`config.mk`:
```
export PLATFORM = sky130hd
export DESIGN_NAME = asc_host
export DESIGN_NICKNAME = d
export VERILOG_FILES = /design/src/asc_host.v /design/src/asc_sync2.v
export VERILOG_INCLUDE_DIRS = /design/src
export SDC_FILE = /design/constraint.sdc
export NUM_CORES = 1
export LEC_CHECK = 0
export BUFFER_PORTS_ARGS = -buffer_cell sky130_fd_sc_hd__buf_4
export CAP_MARGIN = 15
export CORE_UTILIZATION = 30
export DETAILED_ROUTE_END_ITERATION = 10
export PLACE_DENSITY_LB_ADDON = 0.25
export SLEW_MARGIN = 0
export SYNTH_ARGS = -nofsm -noshare
export SYNTH_HDL_FRONTEND = slang
export SYNTH_HIERARCHICAL = 1
export SYNTH_SLANG_ARGS = --single-unit
```
`constraint.sdc`:
```
create_clock -name SYS_CLK -period 3.9 [get_ports SYS_CLK]
set_clock_uncertainty 0.15 [all_clocks]
set_input_delay 0.585 -clock SYS_CLK [delete_from_list [all_inputs] [get_ports SYS_CLK]]
set_output_delay 0.585 -clock SYS_CLK [all_outputs]
set_load 0.05 [all_outputs]
```
`src/asc_defs.vh`:
```
// Timing constants and widths for the asynchronous SRAM host controller
`ifndef ASC_DEFS_VH
`define ASC_DEFS_VH

// ****************************************************************
// Widths
// ****************************************************************
`define ASC_ADDR_W 13
`define ASC_DATA_W 8
`define ASC_DEPTH 8192

// ****************************************************************
// Times in ns and the clock period
// ****************************************************************
`define ASC_CLK_NS 50
`define ASC_STROBE_TO_FLOAT_NS 8
`define ASC_WRITE_DATA_SETUP_NS 12
`define ASC_WRITE_DATA_HOLD_NS 0
`define ASC_WRITE_CYCLE_MIN_NS 35
`define ASC_READ_ACCESS_NS 35
`define ASC_OUT_FLOAT_NS 10

// Least times round up, never below one cycle
`define ASC_CYC_UP(ns) (((ns) + `ASC_CLK_NS - 1) / `ASC_CLK_NS)
`define ASC_FLOAT_CYC ((`ASC_CYC_UP(`ASC_STROBE_TO_FLOAT_NS) < 1) ? 1 : \
   `ASC_CYC_UP(`ASC_STROBE_TO_FLOAT_NS))
`define ASC_SETUP_CYC ((`ASC_CYC_UP(`ASC_WRITE_DATA_SETUP_NS) < 1) ? 1 : \
   `ASC_CYC_UP(`ASC_WRITE_DATA_SETUP_NS))
`define ASC_WCYC_CYC ((`ASC_CYC_UP(`ASC_WRITE_CYCLE_MIN_NS) < 1) ? 1 : \
   `ASC_CYC_UP(`ASC_WRITE_CYCLE_MIN_NS))
`define ASC_READ_CYC ((`ASC_CYC_UP(`ASC_READ_ACCESS_NS) < 1) ? 1 : \
   `ASC_CYC_UP(`ASC_READ_ACCESS_NS))
`define ASC_TURN_CYC ((`ASC_CYC_UP(`ASC_OUT_FLOAT_NS) < 1) ? 1 : \
   `ASC_CYC_UP(`ASC_OUT_FLOAT_NS))
// Two flops on the returning bus
`define ASC_SYNC_CYC 2
`define ASC_CNT_W 4

`endif

```
`src/asc_host.v`:
```
// Host-side controller driving an 8192 x 8 asynchronous static memory
`timescale 1ns/1ns
// How the memory behaves and what this block must keep
// RQ1: The memory writes only while low select is low, high select is high and strobe is low.
// RQ2: All three write qualifiers are asserted before any write begins.
// RQ3: A write ends as soon as any one of the three qualifiers drops.
// RQ4: Write data setup and hold are timed against the qualifier that ends the write.
// RQ5: The memory floats its pins when gate high, low select high, strobe low or high select low.
// RQ6: The host never drives the byte bus while the memory drives it.
// RQ7: Each write with the gate low lasts at least float delay plus data setup.
// RQ8: Deselect together with strobe rising keeps the memory outputs floating.
// RQ9: The memory holds 8192 bytes on a 13-bit address and an 8-bit bus.
// RQ10: With both selects active, gate low and strobe high, the memory drives read data.
// RQ11: With either select inactive the memory ignores strobe and gate and stores nothing.
// RQ12: With both selects active and strobe and gate high the memory floats and stores nothing.
`include "asc_defs.vh"
module asc_host (
   input wire SYS_CLK,                       // 20 MHz clock
   input wire RST,                           // Synchronous reset, active high
   input wire REQ_VALID,                     // Request present
   output wire REQ_READY,                    // Request taken this cycle when REQ_VALID is high
   input wire REQ_WRITE,                     // 1 write, 0 read
   input wire [`ASC_ADDR_W-1:0] REQ_ADDR,    // Location
   input wire [`ASC_DATA_W-1:0] REQ_WDATA,   // Write byte
   output reg RSP_VALID,                     // One-cycle pulse at end of access
   output reg [`ASC_DATA_W-1:0] RSP_RDATA,   // Read byte
   output reg [`ASC_ADDR_W-1:0] WORD_SELECT_PINS, // Address pins
   output reg SELECT_LOW_ACTIVE_N,           // Low-active select
   output reg SELECT_HIGH_ACTIVE,            // High-active select
   output reg OUTPUT_GATE_N,                 // Low-active output gate
   output reg WRITE_STROBE_N,                // Low-active write strobe
   input wire [`ASC_DATA_W-1:0] BYTE_BUS_PINS_I, // Byte bus level
   output reg [`ASC_DATA_W-1:0] BYTE_BUS_PINS_O, // Byte bus drive value
   output reg BYTE_BUS_PINS_OE_N             // Low while the host drives
);

   // ****************************************************************
   // States and timing
   // ****************************************************************
   localparam [2:0] ST_IDLE = 3'h0;
   localparam [2:0] ST_WSET = 3'h1;
   localparam [2:0] ST_WPULSE = 3'h2;
   localparam [2:0] ST_WEND = 3'h3;
   localparam [2:0] ST_RACC = 3'h4;
   localparam [2:0] ST_RSAMP = 3'h5;
   localparam [2:0] ST_TURN = 3'h6;

   // Counts worked out at integer width, then cut to the counter on purpose
   localparam integer FLOAT_I = `ASC_FLOAT_CYC;
   localparam integer SETUP_I = `ASC_SETUP_CYC;
   localparam integer WCYC_I = `ASC_WCYC_CYC;
   localparam integer READ_I = `ASC_READ_CYC;
   localparam integer TURN_I = `ASC_TURN_CYC;
   localparam integer SYNC_I = `ASC_SYNC_CYC;
   localparam [`ASC_CNT_W-1:0] FLOAT_CYC = FLOAT_I[`ASC_CNT_W-1:0];
   localparam [`ASC_CNT_W-1:0] SETUP_CYC = SETUP_I[`ASC_CNT_W-1:0];
   localparam [`ASC_CNT_W-1:0] WCYC_CYC = WCYC_I[`ASC_CNT_W-1:0];
   localparam [`ASC_CNT_W-1:0] READ_CYC = READ_I[`ASC_CNT_W-1:0];
   localparam [`ASC_CNT_W-1:0] TURN_CYC = TURN_I[`ASC_CNT_W-1:0];
   // Pulse keeps the longer of the two minimums, covering the gate-low case
   localparam [`ASC_CNT_W-1:0] PULSE_SUM = FLOAT_CYC + SETUP_CYC;
   localparam [`ASC_CNT_W-1:0] PULSE_CYC = (PULSE_SUM > WCYC_CYC) ? PULSE_SUM : WCYC_CYC;
   // Two sync flops delay the returning bus
   localparam [`ASC_CNT_W-1:0] SYNC_CYC = SYNC_I[`ASC_CNT_W-1:0];

   function [`ASC_CNT_W-1:0] cnt_dec;
      input [`ASC_CNT_W-1:0] c;
      begin
         cnt_dec = (c == 4'h0) ? 4'h0 : c - 4'h1;
      end
   endfunction

   // Last cycle of a wait; zero counts too so a stuck count cannot hang
   function cnt_done;
      input [`ASC_CNT_W-1:0] c;
      begin
         cnt_done = (c <= 4'h1);
      end
   endfunction

   reg [2:0] state_r, state_nxt;
   reg [`ASC_CNT_W-1:0] cnt_r, cnt_nxt;
   reg [`ASC_DATA_W-1:0] rdata_nxt;
   reg rsp_nxt;
   reg [`ASC_ADDR_W-1:0] addr_nxt;
   reg [`ASC_DATA_W-1:0] wdata_nxt;
   reg sel_n_nxt, sel_h_nxt, gate_n_nxt, strobe_n_nxt, oe_n_nxt;
   wire [`ASC_DATA_W-1:0] bus_sync;

   // ****************************************************************
   // Returning bus, two flops before any logic reads it
   // ****************************************************************
   asc_sync2 u_sync (
      .clk(SYS_CLK),
      .rst(RST),
      .d(BYTE_BUS_PINS_I),
      .q(bus_sync)
   );

   // ****************************************************************
   // Request handshake
   // ****************************************************************
   assign REQ_READY = (state_r == ST_IDLE);

   // ****************************************************************
   // Sequencer
   // ****************************************************************
   always @* begin
      state_nxt = state_r;
      cnt_nxt = cnt_dec(cnt_r);
      rsp_nxt = 1'b0;
      rdata_nxt = RSP_RDATA;
      addr_nxt = WORD_SELECT_PINS;
      wdata_nxt = BYTE_BUS_PINS_O;
      sel_n_nxt = SELECT_LOW_ACTIVE_N;
      sel_h_nxt = SELECT_HIGH_ACTIVE;
      gate_n_nxt = OUTPUT_GATE_N;
      strobe_n_nxt = WRITE_STROBE_N;
      oe_n_nxt = BYTE_BUS_PINS_OE_N;
      case (state_r)
         ST_IDLE: begin
            // Idle: deselected, nothing stored, bus floats both ways
            sel_n_nxt = 1'b1; // [RQ11]
            sel_h_nxt = 1'b0;
            gate_n_nxt = 1'b1;
            strobe_n_nxt = 1'b1;
            oe_n_nxt = 1'b1;
            if (REQ_VALID) begin
               addr_nxt = REQ_ADDR; // [RQ9]
               sel_n_nxt = 1'b0;
               sel_h_nxt = 1'b1;
               if (REQ_WRITE) begin
                  // Gate stays high so the memory floats before we drive
                  wdata_nxt = REQ_WDATA;
                  cnt_nxt = FLOAT_CYC;
                  state_nxt = ST_WSET;
               end else begin
                  gate_n_nxt = 1'b0; // [RQ10]
                  cnt_nxt = READ_CYC + SYNC_CYC;
                  state_nxt = ST_RACC;
               end
            end
         end
         ST_WSET: begin
            // Selects and address settle before the strobe falls
            if (cnt_done(cnt_r)) begin
               strobe_n_nxt = 1'b0; // [RQ1] [RQ2]
               oe_n_nxt = 1'b0; // [RQ5] [RQ6]
               cnt_nxt = PULSE_CYC;
               state_nxt = ST_WPULSE;
            end
         end
         ST_WPULSE: begin
            if (cnt_done(cnt_r)) begin
               // Strobe alone ends the write; data is held past that edge
               strobe_n_nxt = 1'b1; // [RQ3] [RQ4] [RQ7]
               state_nxt = ST_WEND;
            end
         end
         ST_WEND: begin
            // Deselect and release only after the strobe edge (zero hold)
            sel_n_nxt = 1'b1; // [RQ8] [RQ4]
            sel_h_nxt = 1'b0;
            oe_n_nxt = 1'b1;
            rsp_nxt = 1'b1;
            state_nxt = ST_IDLE;
         end
         ST_RACC: begin
            if (cnt_done(cnt_r)) begin
               rdata_nxt = bus_sync;
               state_nxt = ST_RSAMP;
            end
         end
         ST_RSAMP: begin
            // Gate up first; the memory needs time to float before any write
            sel_n_nxt = 1'b1; // [RQ12]
            sel_h_nxt = 1'b0;
            gate_n_nxt = 1'b1;
            rsp_nxt = 1'b1;
            cnt_nxt = TURN_CYC;
            state_nxt = ST_TURN;
         end
         ST_TURN: begin
            if (cnt_done(cnt_r)) begin
               state_nxt = ST_IDLE; // [RQ6]
            end
         end
         default: begin
            state_nxt = ST_IDLE;
         end
      endcase
   end

   // ****************************************************************
   // Pin and answer registers
   // ****************************************************************
   always @(posedge SYS_CLK) begin
      if (RST) begin
         state_r <= ST_IDLE;
         cnt_r <= 4'h0;
         RSP_VALID <= 1'b0;
         RSP_RDATA <= 8'h00;
         WORD_SELECT_PINS <= 13'h0000;
         BYTE_BUS_PINS_O <= 8'h00;
         SELECT_LOW_ACTIVE_N <= 1'b1;
         SELECT_HIGH_ACTIVE <= 1'b0;
         OUTPUT_GATE_N <= 1'b1;
         WRITE_STROBE_N <= 1'b1;
         BYTE_BUS_PINS_OE_N <= 1'b1;
      end else begin
         state_r <= state_nxt;
         cnt_r <= cnt_nxt;
         RSP_VALID <= rsp_nxt;
         RSP_RDATA <= rdata_nxt;
         WORD_SELECT_PINS <= addr_nxt;
         BYTE_BUS_PINS_O <= wdata_nxt;
         SELECT_LOW_ACTIVE_N <= sel_n_nxt;
         SELECT_HIGH_ACTIVE <= sel_h_nxt;
         OUTPUT_GATE_N <= gate_n_nxt;
         WRITE_STROBE_N <= strobe_n_nxt;
         BYTE_BUS_PINS_OE_N <= oe_n_nxt;
      end
   end
endmodule

```
`src/asc_sync2.v`:
```
// Two-flop synchroniser for the returning byte bus pins
`timescale 1ns/1ns
module asc_sync2 (
   input wire clk,                // System clock
   input wire rst,                // Synchronous reset
   input wire [7:0] d,            // Asynchronous input
   output reg [7:0] q             // Synchronised output
);
   reg [7:0] meta_r;
   always @(posedge clk) begin
      if (rst) begin
         meta_r <= 8'h00;
         q <= 8'h00;
      end else begin
         meta_r <= d;
         q <= meta_r;
      end
   end
endmodule

```
==> results.tsv <==
stage	metric	value	unit
run_status	status	complete, no violations	
global_route	grt_pass1_vias	1654	
worst_setup_path	cp_slowest_stage_delay	0.68	ns
logic_synthesis	synthesis.area	0.00215	mm²
die	die_y	86.6	µm
logic_synthesis	synthCells	231	
placed_design	io_buffers	68	
worst_setup_path	worstPathArrival	1.36	ns
placed_design	hpwl	3090	µm
die	pin_count	69	
global_route	overflow	0	
run	drv_cap	0	
routing	firstDrtPassIters	4	
sta	grt_setup_unrepaired	false	
clock_network	clock_latency	0.34	ns
sta	maxSlewViolCount	0	
logic_synthesis	synth-edff-count	0	
logic_synthesis	synth-seq-cells	58	
sta	worstMarginPinSlew	0.655	ns
global_route	antenna_found_initial	0	
routing	viasPerCell	4.46	
die	fp.coreArea	0.00687	mm²
routing	totalWireLength	4730	µm
logic_synthesis	yosysWarnings	6	
sta	hold_ws	0.289	ns
logic_synthesis	syn_avg_cell_area	9.29	µm²
clock_network	clk_pin_slew	0.08	ns
power	leakagePower	1.27	nW
worst_setup_path	end_kind	output pin	
finish	syn_to_final_growth	36.1	%
sta	period_needed	2.10	ns
routing	route.detailed.drc	0	
die	start_util	31.2	%
logic_synthesis	post_synth_num_cell_types	36	
sta	finalHoldViolCount	0	
finish	fin_util	42.5	%
die	die_w	86.6	µm
routing	wl_per_cell	11.9	µm
worst_setup_path	critPathTopFamily	flip-flops	
placed_design	place.gp.congestion	0.762	
worst_setup_path	crit_buf_inv	1	
die	std_cell_rows	30	
clock_network	cts_tree	built	
clock_network	htreeDepth	3	
finish	antenna_cells	0	
finish	drive_above_1_share	34.3	%
clock_network	clk_path_buf_depth	2	
global_route	grt_usage	13.6	%
logic_synthesis	synthArstFlopShare	0	%
clock_network	postCtsSetupBuffers	0	
power	ir_drop	0.237	mV
min_path	hold_path.class	flip-flop to flip-flop	
clock_network	cts_hold_buffers	0	
worst_setup_path	crit_path_start_kind	flip-flop	
global_route	grt_pass1_wl	7680	µm
worst_setup_path	criticalPathCategory	flip-flop to output pin	
worst_setup_path	crit_path_top_delay_cell	dfxtp_1	
sta	setup_viol	0	
worst_setup_path	crit_fanout	18	
clock_network	cts_made_buffers	9	
global_route	grt_max_degree	60	
routing	vias	1765	
clock_network	cts_resized	0	
clock_network	cts.sinks	58	
power	power.total	1.84	mW
routing	drt_iter0_drc	70	
sta	relSlewSlack	56.2	%
power	power_density	629	mW/mm²
clock_network	cts-root-buf	clkbuf_8	
worst_setup_path	required	3.16	ns
logic_synthesis	synth-seq-area-share	54.1	%
finish	nets	328	
die	die_area	0.00750	mm²
sta	fin_crit_sh	53.7	%
routing	ant_nets	0	
worst_setup_path	crit_chain	nor3_1 > buf_4	
sta	fmax	477	MHz
logic_synthesis	syn-num-nets	264	
sta	tns	0	ns
logic_synthesis	ys.flop_type	dfxtp_1	
-- where the power goes --
part | total (mW) | switching, mW | leakage (nW) | internal, mW
clock network | 0.616 | 0.252 | 0.106 | 0.363
logic | 0.508 | 0.329 | 0.690 | 0.178
registers | 0.714 | 0.0598 | 0.475 | 0.654
total | 1.84 | 0.642 | 1.27 | 1.20
-- cells by family after synthesis --
group / after synthesis / synth area share [%]
simple gates: 104 / 26.1
flops: 58 / 54.1
compound gates: 42 / 11.2
buf+inv: 18 / 4.49
mux: 8 / 3.73
xor+xnor: 1 / 0.408
-- cell usage in the layout (no fill, tap or decap), types with 2 or more instances in the layout --
cell        netlist  layout
nor2_1           16      16
a31oi_1           4       4
and2b_2           6       6
nor2b_1           5       5
nor2b_2           7       7
nand2_1          42      42
inv_1             2       2
mux2i_1           8       8
buf_4             0      69
dfxtp_1          58      58
nor3_1            4       4
nand2b_1          3       3
or3_1             2       2
clkinv_4          0       2
clkinvlp_4        0       2
o21ai_0           4       4
a21oi_1          28      28
nand3_1           8       8
clkbuf_8          0       9
bufinv_16         0       2
-- worst register-to-register path, cell delays in order (launching register included) --
cell	delay, ns
dfxtp_1	0.36
nor3_2	0.40
nand4_1	0.60
mux2i_1	0.33
nor2_1	0.06
-- per-stage QoR --
step | worst slack, ns | cells | instance area, µm²
after floorplan | 1.45 | 231 | 2150
after global placement | 1.82 | 380 | 2700
after detailed placement | 1.81 | 380 | 2700
after CTS | 1.79 | 396 | 2920
after global routing | 1.62 | 396 | 2920
final | 1.80 | 396 | 2920
-- metal layers --
layer  vias up  part of all wire, %  GRT usage, %
li1        902                    -             -
met1       801                   45          16.5
met2        56                   47          20.9
met3         6                  7.0          6.29
met4         0                  1.2          5.30
met5         -                    0             0
-- flip-flops by register name, summed over array words and instances (netlist names) --
| name | cells |
|---|---|
| WRITE_STROBE_N | 1 |
| u_sync/meta_r | 8 |
| cnt_dec.c | 4 |
| SELECT_LOW_ACTIVE_N | 1 |
| RSP_VALID | 1 |
| u_sync/q | 8 |
| WORD_SELECT_PINS | 13 |
| BYTE_BUS_PINS_O | 8 |
| state_r | 3 |
| RSP_RDATA | 8 |
| SELECT_HIGH_ACTIVE | 1 |
| OUTPUT_GATE_N | 1 |
| BYTE_BUS_PINS_OE_N | 1 |
-- layout make-up --
cell class | instances | area, µm²
Sequential cell | 58 | 1160
Inverter | 2 | 7.51
Multi-Input combinational cell | 155 | 888
Timing Repair Buffer | 69 | 518
Tap cell | 96 | 120
Fill cell | 692 | 3950
Clock buffer | 9 | 124
Clock inverter | 7 | 101
-- cells in the mapped netlist (2+ instances only) --
cell type / instances / area, µm²
a21oi_1: 28 / 140
a31oi_1: 4 / 25.0
and2b_2: 6 / 52.6
buf_2: 5 / 25.0
buf_6: 3 / 33.8
clkbuf_1: 8 / 30.0
dfxtp_1: 58 / 1160
inv_1: 2 / 7.51
mux2i_1: 8 / 80.1
nand2_1: 42 / 158
nand2b_1: 3 / 18.8
nand3_1: 8 / 40.0
nor2_1: 16 / 60.1
nor2b_1: 5 / 31.3
nor2b_2: 7 / 61.3
nor3_1: 4 / 20.0
o21ai_0: 4 / 20.0
or3_1: 2 / 12.5
-- worst paths after layout --
kind                  endpoint  depth (start not counted)  slack, ns              from
hold / removal     u_sync/q[6]                          1       0.29  u_sync/meta_r[6]
setup reg to reg  RSP_RDATA[7]                          4       1.86      cnt_dec.c[2]
hold reg to reg    u_sync/q[6]                          1       0.29  u_sync/meta_r[6]
setup / recovery     REQ_READY                          2       1.80        state_r[2]
(Power assumes the default switching activity.)
